### config.mk
export PLATFORM = sky130hd
export DESIGN_NAME = i2cs_ctrl
export DESIGN_NICKNAME = d
export VERILOG_FILES = /design/src/logic/i2cs_pkg.sv /design/src/logic/i2cs_rate_gen.sv /design/src/logic/i2cs_ctrl.sv
export VERILOG_INCLUDE_DIRS = /design/src /design/src/logic
export SDC_FILE = /design/constraint.sdc
export NUM_CORES = 1
export LEC_CHECK = 0
export ABC_AREA = 1
export CORE_MARGIN = 1
export CORE_UTILIZATION = 55
export CTS_CLUSTER_SIZE = 10
export DETAILED_ROUTE_END_ITERATION = 16
export DONT_BUFFER_PORTS = 1
export HOLD_SLACK_MARGIN = 0.15
export PLACE_DENSITY = 0.77
export SLEW_MARGIN = 10
export SYNTH_ARGS = -nofsm -noshare
export SYNTH_HDL_FRONTEND = slang
export SYNTH_SLANG_ARGS = --single-unit
### constraint.sdc
create_clock -name clk -period 1.9 [get_ports clk]
set_input_delay 0.38 -clock clk [delete_from_list [all_inputs] [get_ports clk]]
set_output_delay 0.38 -clock clk [all_outputs]
set_load 0.005 [all_outputs]
### src/logic/i2cs_params.svh
// i2cs_params.svh: offsets, field positions, reset values and timing for the two-wire start/stop control
// assumes a 32-bit classic wishbone slave, registers one per aligned word, and a 50 MHz system clock
`ifndef I2CS_PARAMS_SVH
`define I2CS_PARAMS_SVH

// register byte addresses
`define I2CS_ADR_CTRL 5'h00
`define I2CS_ADR_STAT 5'h04
`define I2CS_ADR_IRQS 5'h08
`define I2CS_ADR_IRQM 5'h0C
`define I2CS_ADR_HSEL 5'h10

// control register fields
`define I2CS_B_RATE2 7
`define I2CS_B_EN 6
`define I2CS_B_STA 5
`define I2CS_B_STO 4
`define I2CS_B_SI 3
`define I2CS_B_AA 2
`define I2CS_CTRL_RST 8'h00

// host port select value that lets the interface run
`define I2CS_HSEL_ON 2'h2
`define I2CS_HSEL_RST 2'h0

// status codes
`define I2CS_ST_START 8'h08
`define I2CS_ST_RSTART 8'h10
`define I2CS_ST_IDLE 8'hF8

// irq bit positions
`define I2CS_IRQ_START 0
`define I2CS_IRQ_RSTART 1
`define I2CS_IRQ_STOP 2

// half of each system clock division factor, per rate select code
`define I2CS_HALF_0 8'h05
`define I2CS_HALF_1 8'h0A
`define I2CS_HALF_2 8'h0F
`define I2CS_HALF_3 8'h14
`define I2CS_HALF_4 8'h28
`define I2CS_HALF_5 8'h3C
`define I2CS_HALF_6 8'h50
`define I2CS_HALF_7 8'h78

`endif

### src/logic/i2cs_pkg.sv
// i2cs_pkg: types shared by the two-wire start/stop control files
// assumes i2cs_params.svh carries all numeric constants
package i2cs_pkg;

  typedef enum logic [3:0] {
    I2CS_IDLE,
    I2CS_WAIT_FREE,
    I2CS_FREE_DLY,
    I2CS_START_HOLD,
    I2CS_MASTER,
    I2CS_RS_SDAH,
    I2CS_RS_SCLH,
    I2CS_STOP_LOW,
    I2CS_STOP_SCLH,
    I2CS_STOP_DONE
  } i2cs_state_t;

  // one-cycle events raised by the sequencer
  typedef struct packed {
    logic stop_seen;
    logic rstart_sent;
    logic start_sent;
  } i2cs_evt_t;

  // drive state of the two open-drain pins
  typedef struct packed {
    logic scl_oe;
    logic sda_oe;
  } i2cs_drv_t;

endpackage

### src/logic/i2cs_rate_gen.sv
// i2cs_rate_gen: half-period tick generator for the serial clock
// assumes the rate select code is stable while run is high
`timescale 1ns/10ps
`include "i2cs_params.svh"

module i2cs_rate_gen
  import i2cs_pkg::*;
(
  input wire logic clk,
  input wire logic reset_n,
  input wire logic run,
  input wire logic [2:0] rate_sel,
  output logic half_tick
);

  logic [7:0] cnt_r;
  logic [7:0] cnt_nxt;
  logic tick_nxt;

  // half of the division factor for a rate code
  function automatic logic [7:0] half_count(input logic [2:0] sel);
    case (sel)
      3'h0: half_count = `I2CS_HALF_0;
      3'h1: half_count = `I2CS_HALF_1;
      3'h2: half_count = `I2CS_HALF_2;
      3'h3: half_count = `I2CS_HALF_3;
      3'h4: half_count = `I2CS_HALF_4;
      3'h5: half_count = `I2CS_HALF_5;
      3'h6: half_count = `I2CS_HALF_6;
      default: half_count = `I2CS_HALF_7;
    endcase
  endfunction

  // counter held at zero while idle, so each timed step gets a full half period
  always_comb
  begin
    cnt_nxt = 8'h00;
    tick_nxt = 1'b0;
    if (run)
    begin
      if (cnt_r == half_count(rate_sel) - 8'h01)
      begin
        tick_nxt = 1'b1;
      end
      else
      begin
        cnt_nxt = cnt_r + 8'h01;
      end
    end
  end

  always_ff @(posedge clk or negedge reset_n)
  begin
    if (!reset_n)
    begin
      cnt_r <= 8'h00;
      half_tick <= 1'b0;
    end
    else
    begin
      cnt_r <= cnt_nxt;
      half_tick <= tick_nxt;
    end
  end

endmodule // i2cs_rate_gen

### src/logic/i2cs_ctrl.sv
// i2cs_ctrl: control register, start/stop sequencer and bus watcher of the two-wire master
// assumes open-drain pins resolved outside, an external byte engine and slave address matcher on clk
`timescale 1ns/10ps
`include "i2cs_params.svh"

module i2cs_ctrl
  import i2cs_pkg::*;
(
  input wire logic clk,
  input wire logic reset_n,
  input wire logic wb_cyc_i,
  input wire logic wb_stb_i,
  input wire logic wb_we_i,
  input wire logic [4:0] wb_adr_i,
  input wire logic [3:0] wb_sel_i,
  input wire logic [31:0] wb_dat_i,
  output logic [31:0] wb_dat_o,
  output logic wb_ack_o,
  output logic irq_o,
  input wire logic scl_i,
  output logic scl_o,
  output logic scl_oe,
  input wire logic sda_i,
  output logic sda_o,
  output logic sda_oe,
  input wire logic byte_done_i,
  input wire logic addr_match_i,
  output logic master_o,
  output logic slave_addressed_o
);

  logic [7:0] ctrl_r, ctrl_nxt;
  logic [7:0] stat_r, stat_nxt;
  logic [2:0] irqs_r, irqs_nxt;
  logic [2:0] irqm_r, irqm_nxt;
  logic [1:0] hsel_r, hsel_nxt;
  logic [31:0] rdat_nxt;
  logic ack_nxt, irq_nxt;
  logic [2:0] scl_sy_r, scl_sy_nxt, sda_sy_r, sda_sy_nxt;
  logic scl_f_r, scl_f_nxt, sda_f_r, sda_f_nxt, sda_fp_r;
  logic busy_r, busy_nxt;
  i2cs_state_t state_r, state_nxt;
  logic master_nxt, bytes_r, bytes_nxt, slv_nxt;
  i2cs_drv_t drv_nxt;
  i2cs_evt_t evt;
  logic sto_clr, int_stop, half_tick, run;
  logic active, start_det, stop_det, acc, wr;

  // enabled only with the right host select value
  assign active = ctrl_r[`I2CS_B_EN] && (hsel_r == `I2CS_HSEL_ON);
  assign acc = wb_cyc_i && wb_stb_i && !wb_ack_o;
  assign wr = acc && wb_we_i && wb_sel_i[0];
  assign start_det = active && scl_f_r && sda_fp_r && !sda_f_r;
  assign stop_det = active && scl_f_r && !sda_fp_r && sda_f_r;

  // pin sampling: a level counts once the second and third stages agree
  always_comb
  begin
    scl_sy_nxt = {scl_sy_r[1:0], scl_i};
    sda_sy_nxt = {sda_sy_r[1:0], sda_i};
    scl_f_nxt = (scl_sy_r[1] == scl_sy_r[2]) ? scl_sy_r[2] : scl_f_r;
    sda_f_nxt = (sda_sy_r[1] == sda_sy_r[2]) ? sda_sy_r[2] : sda_f_r;
    busy_nxt = busy_r;
    if (!active)
    begin
      busy_nxt = 1'b0;
    end
    else if (start_det)
    begin
      busy_nxt = 1'b1;
    end
    else if (stop_det || int_stop)
    begin
      busy_nxt = 1'b0;
    end
  end

  always_ff @(posedge clk or negedge reset_n)
  begin
    if (!reset_n)
    begin
      scl_sy_r <= 3'h7;
      sda_sy_r <= 3'h7;
      scl_f_r <= 1'b1;
      sda_f_r <= 1'b1;
      sda_fp_r <= 1'b1;
      busy_r <= 1'b0;
    end
    else
    begin
      scl_sy_r <= scl_sy_nxt;
      sda_sy_r <= sda_sy_nxt;
      scl_f_r <= scl_f_nxt;
      sda_f_r <= sda_f_nxt;
      sda_fp_r <= sda_f_r;
      busy_r <= busy_nxt;
    end
  end

  // divided serial clock times every half-period step
  assign run = active && (state_r != I2CS_IDLE) && (state_r != I2CS_WAIT_FREE) && (state_r != I2CS_MASTER)
               && (state_r != I2CS_STOP_DONE);

  i2cs_rate_gen u_rate
  (
    .clk(clk),
    .reset_n(reset_n),
    .run(run),
    .rate_sel({ctrl_r[`I2CS_B_RATE2], ctrl_r[1:0]}),
    .half_tick(half_tick)
  );

  // sequencer; in the idle and master states a stop request goes ahead of a start request
  always_comb
  begin
    state_nxt = state_r;
    master_nxt = master_o;
    bytes_nxt = bytes_r;
    slv_nxt = slave_addressed_o;
    sto_clr = 1'b0;
    int_stop = 1'b0;
    evt = '0;
    if (!active)
    begin
      state_nxt = I2CS_IDLE;
      master_nxt = 1'b0;
      bytes_nxt = 1'b0;
      slv_nxt = 1'b0;
    end
    else
    begin
      if (addr_match_i && state_r == I2CS_IDLE)
      begin
        slv_nxt = 1'b1;
      end
      if (byte_done_i && state_r == I2CS_MASTER)
      begin
        bytes_nxt = 1'b1;
      end
      case (state_r)
        I2CS_IDLE:
        begin
          if (ctrl_r[`I2CS_B_STO])
          begin
            int_stop = 1'b1;
            sto_clr = 1'b1;
            slv_nxt = 1'b0;
            evt.stop_seen = 1'b1;
          end
          else if (ctrl_r[`I2CS_B_STA])
          begin
            state_nxt = busy_r ? I2CS_WAIT_FREE : I2CS_START_HOLD;
          end
        end
        I2CS_WAIT_FREE:
        begin
          if (!ctrl_r[`I2CS_B_STA])
          begin
            state_nxt = I2CS_IDLE;
          end
          else if (stop_det)
          begin
            state_nxt = I2CS_FREE_DLY;
          end
        end
        I2CS_FREE_DLY:
        begin
          // a request withdrawn during the delay must not still put a start on the bus
          if (!ctrl_r[`I2CS_B_STA])
          begin
            state_nxt = I2CS_IDLE;
          end
          else if (half_tick)
          begin
            state_nxt = I2CS_START_HOLD;
          end
        end
        I2CS_START_HOLD:
        begin
          if (half_tick)
          begin
            state_nxt = I2CS_MASTER;
            master_nxt = 1'b1;
            bytes_nxt = 1'b0;
            slv_nxt = 1'b0;
            evt.rstart_sent = master_o;
            evt.start_sent = !master_o;
          end
        end
        I2CS_MASTER:
        begin
          if (ctrl_r[`I2CS_B_STO])
          begin
            state_nxt = I2CS_STOP_LOW;
          end
          else if (ctrl_r[`I2CS_B_STA] && bytes_r)
          begin
            state_nxt = I2CS_RS_SDAH;
          end
        end
        I2CS_RS_SDAH:
        begin
          if (half_tick)
          begin
            state_nxt = I2CS_RS_SCLH;
          end
        end
        I2CS_RS_SCLH:
        begin
          if (half_tick)
          begin
            state_nxt = I2CS_START_HOLD;
          end
        end
        I2CS_STOP_LOW:
        begin
          if (half_tick)
          begin
            state_nxt = I2CS_STOP_SCLH;
          end
        end
        I2CS_STOP_SCLH:
        begin
          if (half_tick)
          begin
            state_nxt = I2CS_STOP_DONE;
          end
        end
        I2CS_STOP_DONE:
        begin
          if (stop_det)
          begin
            state_nxt = I2CS_IDLE;
            sto_clr = 1'b1;
            master_nxt = 1'b0;
            evt.stop_seen = 1'b1;
          end
        end
        default: state_nxt = I2CS_IDLE;
      endcase
    end
    // pins only ever pulled low; released (high) otherwise
    drv_nxt.scl_oe = (state_nxt == I2CS_MASTER) || (state_nxt == I2CS_RS_SDAH) || (state_nxt == I2CS_STOP_LOW);
    drv_nxt.sda_oe = (state_nxt == I2CS_START_HOLD) || (state_nxt == I2CS_MASTER) || (state_nxt == I2CS_STOP_LOW)
                     || (state_nxt == I2CS_STOP_SCLH);
  end

  always_ff @(posedge clk or negedge reset_n)
  begin
    if (!reset_n)
    begin
      state_r <= I2CS_IDLE;
      master_o <= 1'b0;
      bytes_r <= 1'b0;
      slave_addressed_o <= 1'b0;
      scl_oe <= 1'b0;
      sda_oe <= 1'b0;
      scl_o <= 1'b0;
      sda_o <= 1'b0;
    end
    else
    begin
      state_r <= state_nxt;
      master_o <= master_nxt;
      bytes_r <= bytes_nxt;
      slave_addressed_o <= slv_nxt;
      scl_oe <= drv_nxt.scl_oe;
      sda_oe <= drv_nxt.sda_oe;
      scl_o <= 1'b0;
      sda_o <= 1'b0;
    end
  end

  // register file; hardware sets win over software clears
  always_comb
  begin
    ctrl_nxt = ctrl_r;
    stat_nxt = stat_r;
    irqm_nxt = irqm_r;
    hsel_nxt = hsel_r;
    irqs_nxt = irqs_r | evt;
    if (sto_clr)
    begin
      ctrl_nxt[`I2CS_B_STO] = 1'b0;
    end
    if (wr)
    begin
      case (wb_adr_i)
        `I2CS_ADR_CTRL: ctrl_nxt = wb_dat_i[7:0];
        `I2CS_ADR_IRQS: irqs_nxt = (irqs_r & ~wb_dat_i[2:0]) | evt;
        `I2CS_ADR_IRQM: irqm_nxt = wb_dat_i[2:0];
        `I2CS_ADR_HSEL: hsel_nxt = wb_dat_i[1:0];
        default: ;
      endcase
    end
    if (!ctrl_nxt[`I2CS_B_EN])
    begin
      ctrl_nxt[`I2CS_B_STO] = 1'b0;
    end
    if (evt.start_sent)
    begin
      stat_nxt = `I2CS_ST_START;
    end
    else if (evt.rstart_sent)
    begin
      stat_nxt = `I2CS_ST_RSTART;
    end
    else if (evt.stop_seen || !active)
    begin
      stat_nxt = `I2CS_ST_IDLE;
    end
    if (evt.start_sent || evt.rstart_sent)
    begin
      ctrl_nxt[`I2CS_B_SI] = 1'b1;
    end
    rdat_nxt = 32'h0000_0000;
    if (acc && !wb_we_i)
    begin
      case (wb_adr_i)
        `I2CS_ADR_CTRL: rdat_nxt = {24'h00_0000, ctrl_r};
        `I2CS_ADR_STAT: rdat_nxt = {24'h00_0000, stat_r};
        `I2CS_ADR_IRQS: rdat_nxt = {29'h0000_0000, irqs_r};
        `I2CS_ADR_IRQM: rdat_nxt = {29'h0000_0000, irqm_r};
        `I2CS_ADR_HSEL: rdat_nxt = {30'h0000_0000, hsel_r};
        default: rdat_nxt = 32'h0000_0000;
      endcase
    end
    ack_nxt = acc;
    irq_nxt = |(irqs_nxt & irqm_nxt);
  end

  always_ff @(posedge clk or negedge reset_n)
  begin
    if (!reset_n)
    begin
      ctrl_r <= `I2CS_CTRL_RST;
      stat_r <= `I2CS_ST_IDLE;
      irqs_r <= 3'h0;
      irqm_r <= 3'h0;
      hsel_r <= `I2CS_HSEL_RST;
      wb_dat_o <= 32'h0000_0000;
      wb_ack_o <= 1'b0;
      irq_o <= 1'b0;
    end
    else
    begin
      ctrl_r <= ctrl_nxt;
      stat_r <= stat_nxt;
      irqs_r <= irqs_nxt;
      irqm_r <= irqm_nxt;
      hsel_r <= hsel_nxt;
      wb_dat_o <= rdat_nxt;
      wb_ack_o <= ack_nxt;
      irq_o <= irq_nxt;
    end
  end
endmodule // i2cs_ctrl

Word-level counts from Yosys, hierarchy flattened
Index checks and enable logic that the tools add are counted.
Operators by class
  $add $sub $neg: 2
  equality and inequality tests: 35
  muxes and demuxes: 61
  bitwise operators: 5
  reductions and logical operators: 44
Operators with widths (number)
  4-bit 2-to-1 mux: 14
  8-bit 2-to-1 mux: 7
  7-bit one-hot mux with 7 select lines: 1
  4-bit one-hot mux with 10 select lines: 1
  8-bit one-hot mux with 5 select lines: 1
  4-bit by 3-bit equality test with 1-bit output, second input constant: 7
  1-bit 2-to-1 mux: 24
  1-bit logical AND: 18
  3-bit 2-to-1 mux: 5
  7-bit 2-to-1 mux: 2
  4-bit by 2-bit equality test with 1-bit output, second input constant: 3
  4-bit equality test, second input constant: 3
  5-bit by 4-bit equality test with 1-bit output, second input constant: 2
  3-bit equality test, second input constant: 3
  8-bit by 1-bit adder with 8-bit output, second input constant: 1
  8-bit equality test: 1
  1-bit logical OR: 8
  8-bit by 1-bit subtractor with 8-bit output, second input constant: 1
  3-bit AND: 2
  3-bit by 2-bit equality test with 1-bit output, second input constant: 2
  1-bit logical NOT: 6
  2-bit 2-to-1 mux: 3
  3-bit by 1-bit inequality test with 1-bit output, second input constant: 2
  3-bit OR: 2
  22 further kinds: 28
Storage, ports and cells
  register bits after elaboration: 86
  input port bits: 50
  output and inout port bits: 40
  word-level logic and storage cells: 171

Depth between registers and ports, before layout
  depth after elaboration: 13
  mapped depth: 13
  depth with buffers taken out: 13

Modules after synthesis
From an unflattened synthesis, not the netlist that was laid out.
Unflattened totals
  cell total of the unflattened synthesis: 403
  area, all modules: 3206.8 µm²
Modules (own cells, without submodules)
  i2cs_ctrl: times used 1, cells each 284, area each 2422.3 µm², seq. area each 1216.2 µm²
  i2cs_rate_gen: times used 1, cells each 119, area each 784.5 µm², seq. area each 225.2 µm²

Worst setup path before layout
No wires, ideal clock.
  kind: register to register
  start point: reg ctrl_r[0]
  end point: reg u_rate.cnt_r[0]
  setup time: 0.123 ns
  arrival: 1.875 ns
  data required time: 1.777 ns
  slack: -0.099 ns
  stages on the path, launching flop included: 11
  buffers on the path: 0
  period minus slack after synthesis: 1.999 ns
  path through: dfrtp_1 -> inv_1 -> ha_1 -> o21ai_4 -> ha_1 -> xor2_1 -> nand2_1 -> nor2_1 -> nand3_2 -> o21bai_4 -> nor2_1
Between the ends
  longest elaborated chain between the ends: 7
  elaborated cells on any way between the ends: 13
  classes of those cells: add/sub (1); eq/ne (7); mux (4); reduce/logical (1)
Ends and longest elaborated chain
  start: declaration: RTL line i2cs_ctrl.sv:32  | logic [7:0] ctrl_r, ctrl_nxt;
  start signal: assignment: RTL line i2cs_ctrl.sv:336  | ctrl_r <= `I2CS_CTRL_RST;
  start signal: assignment: RTL line i2cs_ctrl.sv:347  | ctrl_r <= ctrl_nxt;
  3-bit equality test (tied with other cells): RTL line i2cs_rate_gen.sv:22  | case (sel)
  7-bit one-hot mux with 7 select lines *: RTL line i2cs_rate_gen.sv:22
  8-bit 2-to-1 mux *: RTL line i2cs_rate_gen.sv:39  | if (run)
  8-bit by 1-bit subtractor with 8-bit output *: RTL line i2cs_rate_gen.sv:41  | if (cnt_r == half_count(rate_sel) - 8'h01)
  8-bit equality test *: RTL line i2cs_rate_gen.sv:41
  8-bit 2-to-1 mux *: RTL line i2cs_rate_gen.sv:41
  8-bit 2-to-1 mux *: RTL line i2cs_rate_gen.sv:39
  via u_rate.cnt_nxt[0]: RTL line i2cs_rate_gen.sv:17  | logic [7:0] cnt_nxt;
  end signal: assignment: RTL line i2cs_rate_gen.sv:61  | cnt_r <= cnt_nxt;
  end: declaration: RTL line i2cs_rate_gen.sv:16  | logic [7:0] cnt_r;
The timed path passes the listed nets; every way through them passes the cells marked *. The select of a mux whose other input is x is not followed.
A chain may end at the register's enable or synchronous reset.

Worst setup path in the final report
  start point: reg ctrl_r[1]
  end point: reg u_rate.cnt_r[5]
Same word-level chain as after synthesis.

==> results by group <==
Floorplan
  – Row cnt: 26
  – Die area: approximately 0.006 mm²
  – Initial Utilization: 58.7%
  – Die X-Extent: 77.0 µm
  – Core ar.: 0.00527 mm²
  – # IOs: 90
  – Die outline height: 77.0 µm

Min path
  – Worst Hold Launch: wb_dat_i[5]
  – Hold WC Path Type: primary input to register
  – Hold endpoint: ctrl_r[5]
  – Worst Hold Depth: 2

Critical path
  – Startpoint Class: register
  – Crit path capture type: register
  – Crit-path max FO: 8
  – WP buf/inv: 1
  – Worst R2R Path Depth: 10
  – Worst EP required: 2120 ps
  – R2R Path End: u_rate.cnt_r[5]
  – R2r setup slk: -100 ps
  – Crit-path leading delay family: compound AO/OA/AOI/OAI gates
  – RR Startpoint: ctrl_r[1]
  – Cell with the largest stage delay on the worst path: dfrtp_1
  – Slowest stage delay, CP: approximately 400 ps
  – Worst path most repeated cell: ha_4
  – Critical path launch point: ctrl_r[1]
  – Critical path type: register to register
  – Worst path arrival time: 2210 ps
  – Crit-path cells: buf_6, ha_4, o21ai_4, ha_4, xor2_1, nand2_1, nor2_2, nand3_2, o21bai_4, nor2_1

STA
  – Final Hold Fails: 0
  – Achievable Freq: 0.500 GHz
  – Final critical-path share of the clock period: 105%
  – Final setup margin: -98.2 ps
  – RSZ-0062 raised after global routing: true
  – Fin crit period: 2000 ps
  – # setup viols final: 9
  – Clk_skew: approximately 11 ps
  – Final TNS setup: -756 ps
  – Slew Viols, Final: 0

Logic synthesis
  – Post-Synth XOR/XNOR Area: 2.83%
  – Synth warn: 0
  – Post-synthesis compound-gate area fraction: a little over a tenth
  – Post-synth top area share: 36.4%
  – Register area share after synthesis: 46.6%
  – Post-synthesis simple-gate area fraction: 22.9%
  – Post-synthesis mux area share: 0%
  – Mapped Area: about 0.0031 mm²
  – Adder-Cell Fraction of Synth Area: 3.08%
  – Synth unique cells: 38
  – Syn Inst Count: 366
  – Leading post-synthesis cells by cell area: dfrtp_1 (36%), dfstp_2 (10%), nand2_1 (8.0%)
  – Mean Syn Cell Area: ~8.4 µm²
  – Leading area contributor after synthesis: dfrtp_1
  – Largest family of logic cells by synthesized area: simple AND/OR/NAND/NOR gates
  – Post-synthesis register bit count: 57

Drt
  – # DRC: 0
  – Initial DRC Count: 309
  – Post-DR wirelength/cell: around 14 µm
  – Routed Wire Length: a little under 7000 µm
  – Drt pass-1 iters: 5
  – Via count: 2,504
  – Post-route ant nets: 0
  – Vias/cell: between 5 and 6

CTS
  – Clock Latency Late Sink: 340 ps
  – H-tree levels: 3
  – TritonCTS clock tree: built
  – Clk Tree Root Cell: clkbuf_8
  – Clk pin slew, worst setup/hold paths: 70 ps
  – Cts bufs inserted: 9
  – Max Buffers Root-to-Sink: 2
  – Clk sinks: 57

Final layout
  – Commonest non-fill, non-tap cell in the layout: nand2_1
  – Design area: 0.00357 mm²
  – Share of post-route cells with drive strength above 1: 20.9%
  – Layout fillers: 407
  – Nets: 453
  – Inserted Diodes: 0
  – Commonest non-fill, non-tap cells in the layout: nand2_1 (64), inv_1 (53), dfrtp_1 (44), nor2_1 (26), conb_1 (26)
  – Area Overhead vs Synth: 15.5%
  – Fin util: 67.8%

Global routing
  – Total track usage: 25.6%
  – Antenna violations before repair: 0
  – Largest net degree at the start of global routing: 58
  – Number of global-route vias before repair: approximately 2,500
  – Grt total ovfl: 0
  – Global-route wire length before repair: around 11,000 µm

Power and ir drop
  – Comb pwr share: 10.2%
  – Total power density per cell area: between 700 and 800 mW/mm²
  – Reg power frac: 45.9%
  – Internal: 2.10 mW
  – Leakage power: 1.74 nW
  – Overall Power: 2.80 mW
  – P_sw: about 0.70 mW
  – Clock share of power: 44.0%
  – Maximum VDD drop: 0.665 mV
  – Sw frac: 24.9%

Place
  – Post-DP Area: 0.00316 mm²
  – DP HPWL: 4680 µm
  – Final Wtd Congestion: ~0.95
  – Pre-CTS setup slack: -162 ps
  – PortBufs: 0

Status
  – Run status: complete, but fails checks
  – Failing checks: setup timing

Run
  – Max_cap viols: 0
through the flow:
step                      cells  hold WS (ps)
after detailed placement    445          85.4
after CTS                   472           158
after global placement      445          85.6
final                       472           170
after global routing        472           165
after floorplan             391          84.4
layer usage:
layer | up-vias | GRT usage [%] | routed length, µm
met1 | 1184 | 29.0 | 2710
li1 | 1195 | - | -
met2 | 104 | 43.0 | 3420
met4 | 0 | 11.3 | 216
met3 | 21 | 9.40 | 442
met5 | - | 0 | 0
Yosys cell counts:
| library cell | number |
|---|---|
| a22oi_1 | 3 |
| o21ai_2 | 1 |
| buf_6 | 1 |
| dfstp_2 | 12 |
| o21ai_4 | 1 |
| o311ai_0 | 1 |
| o21bai_4 | 1 |
| nor2_2 | 4 |
| conb_1 | 1 |
| buf_4 | 26 |
| nand4_1 | 7 |
| a21oi_1 | 10 |
| buf_2 | 1 |
| nand3_1 | 22 |
| nor2_4 | 2 |
| o21ai_1 | 1 |
| nand3b_1 | 1 |
| a211oi_1 | 1 |
| a31oi_1 | 1 |
| o22ai_1 | 7 |
| o41ai_1 | 1 |
| inv_2 | 4 |
| a221oi_1 | 2 |
| nand3_2 | 5 |
| nand2_2 | 3 |
| nor3_1 | 8 |
| o21ai_0 | 20 |
| or3_1 | 1 |
| maj3_1 | 2 |
| xnor2_1 | 3 |
| nor2_1 | 31 |
| nor3_2 | 2 |
| inv_1 | 55 |
| nand2_1 | 66 |
| xor2_1 | 7 |
| dfrtp_1 | 45 |
| ha_1 | 6 |
| o221ai_1 | 1 |
power by group through the flow:
stage               combinational [mW]  sequential (mW)  clock, mW
global placement                 0.195             1.30          0
detailed placement               0.202             1.30          0
CTS                              0.267             1.28       1.24
finish                           0.285             1.28       1.23
floorplan                        0.196             1.30          0
global route                     0.318             1.29       1.30
cells by family (layout without fill, tap and decap cells):
group,count (synthesis),in the layout
xor+xnor,10,10
other cells,1,26
buf+inv,87,98
simple gates,152,152
compound gates,51,51
fa+ha+maj,8,8
flops,57,57
worst reg2reg max path: cells and delay by family (launching register included):
family / cells / cell delay (ps)
AOI/OAI and AO/OA: 2 / 420
xor gates and xnor gates: 1 / 140
adders and majority gates: 2 / 400
buffers and inverters: 1 / 130
DFF: 1 / 400
and+or+nand+nor: 4 / 370
cell type report:
class                      count  area, µm²  share of cell area (%)
sequential                    57       1440                    40.4
multi-input combinational    247       1400                    39.2
inverter                      59        221                    6.20
timing repair buffer          23        209                    5.85
clock buffer                  11        131                    3.68
tap                           70       87.6                    2.45
clock inverter                 5       80.1                    2.24
registers in the layout (all words and copies together) (netlist names), 4 cells and up:
register / count
state_r: 4
ctrl_r: 8
wb_dat_o: 8
u_rate.cnt_r: 8
what timing repair did:
item | CTS | global route
buffers inserted | 6 | 0
gates resized for setup | 9 | 10
hold buffers | 5 | 1
setup endpoints to repair | 8 | 9
hold endpoints to repair | 60 | 1
pin swaps | 14 | 9
how the worst max path moves through the flow:
stage | endpoint | slack [ps] | cells past startpoint
after detailed placement | u_rate.cnt_r[6] | -160 | 10
after floorplan | u_rate.cnt_r[0] | 20 | 10
after CTS | u_rate.cnt_r[6] | -90 | 10
final | u_rate.cnt_r[5] | -100 | 10
after global routing | u_rate.cnt_r[7] | -210 | 10
after global placement | u_rate.cnt_r[6] | -50 | 10
No activity file was read; power rests on OpenSTA's default activity.
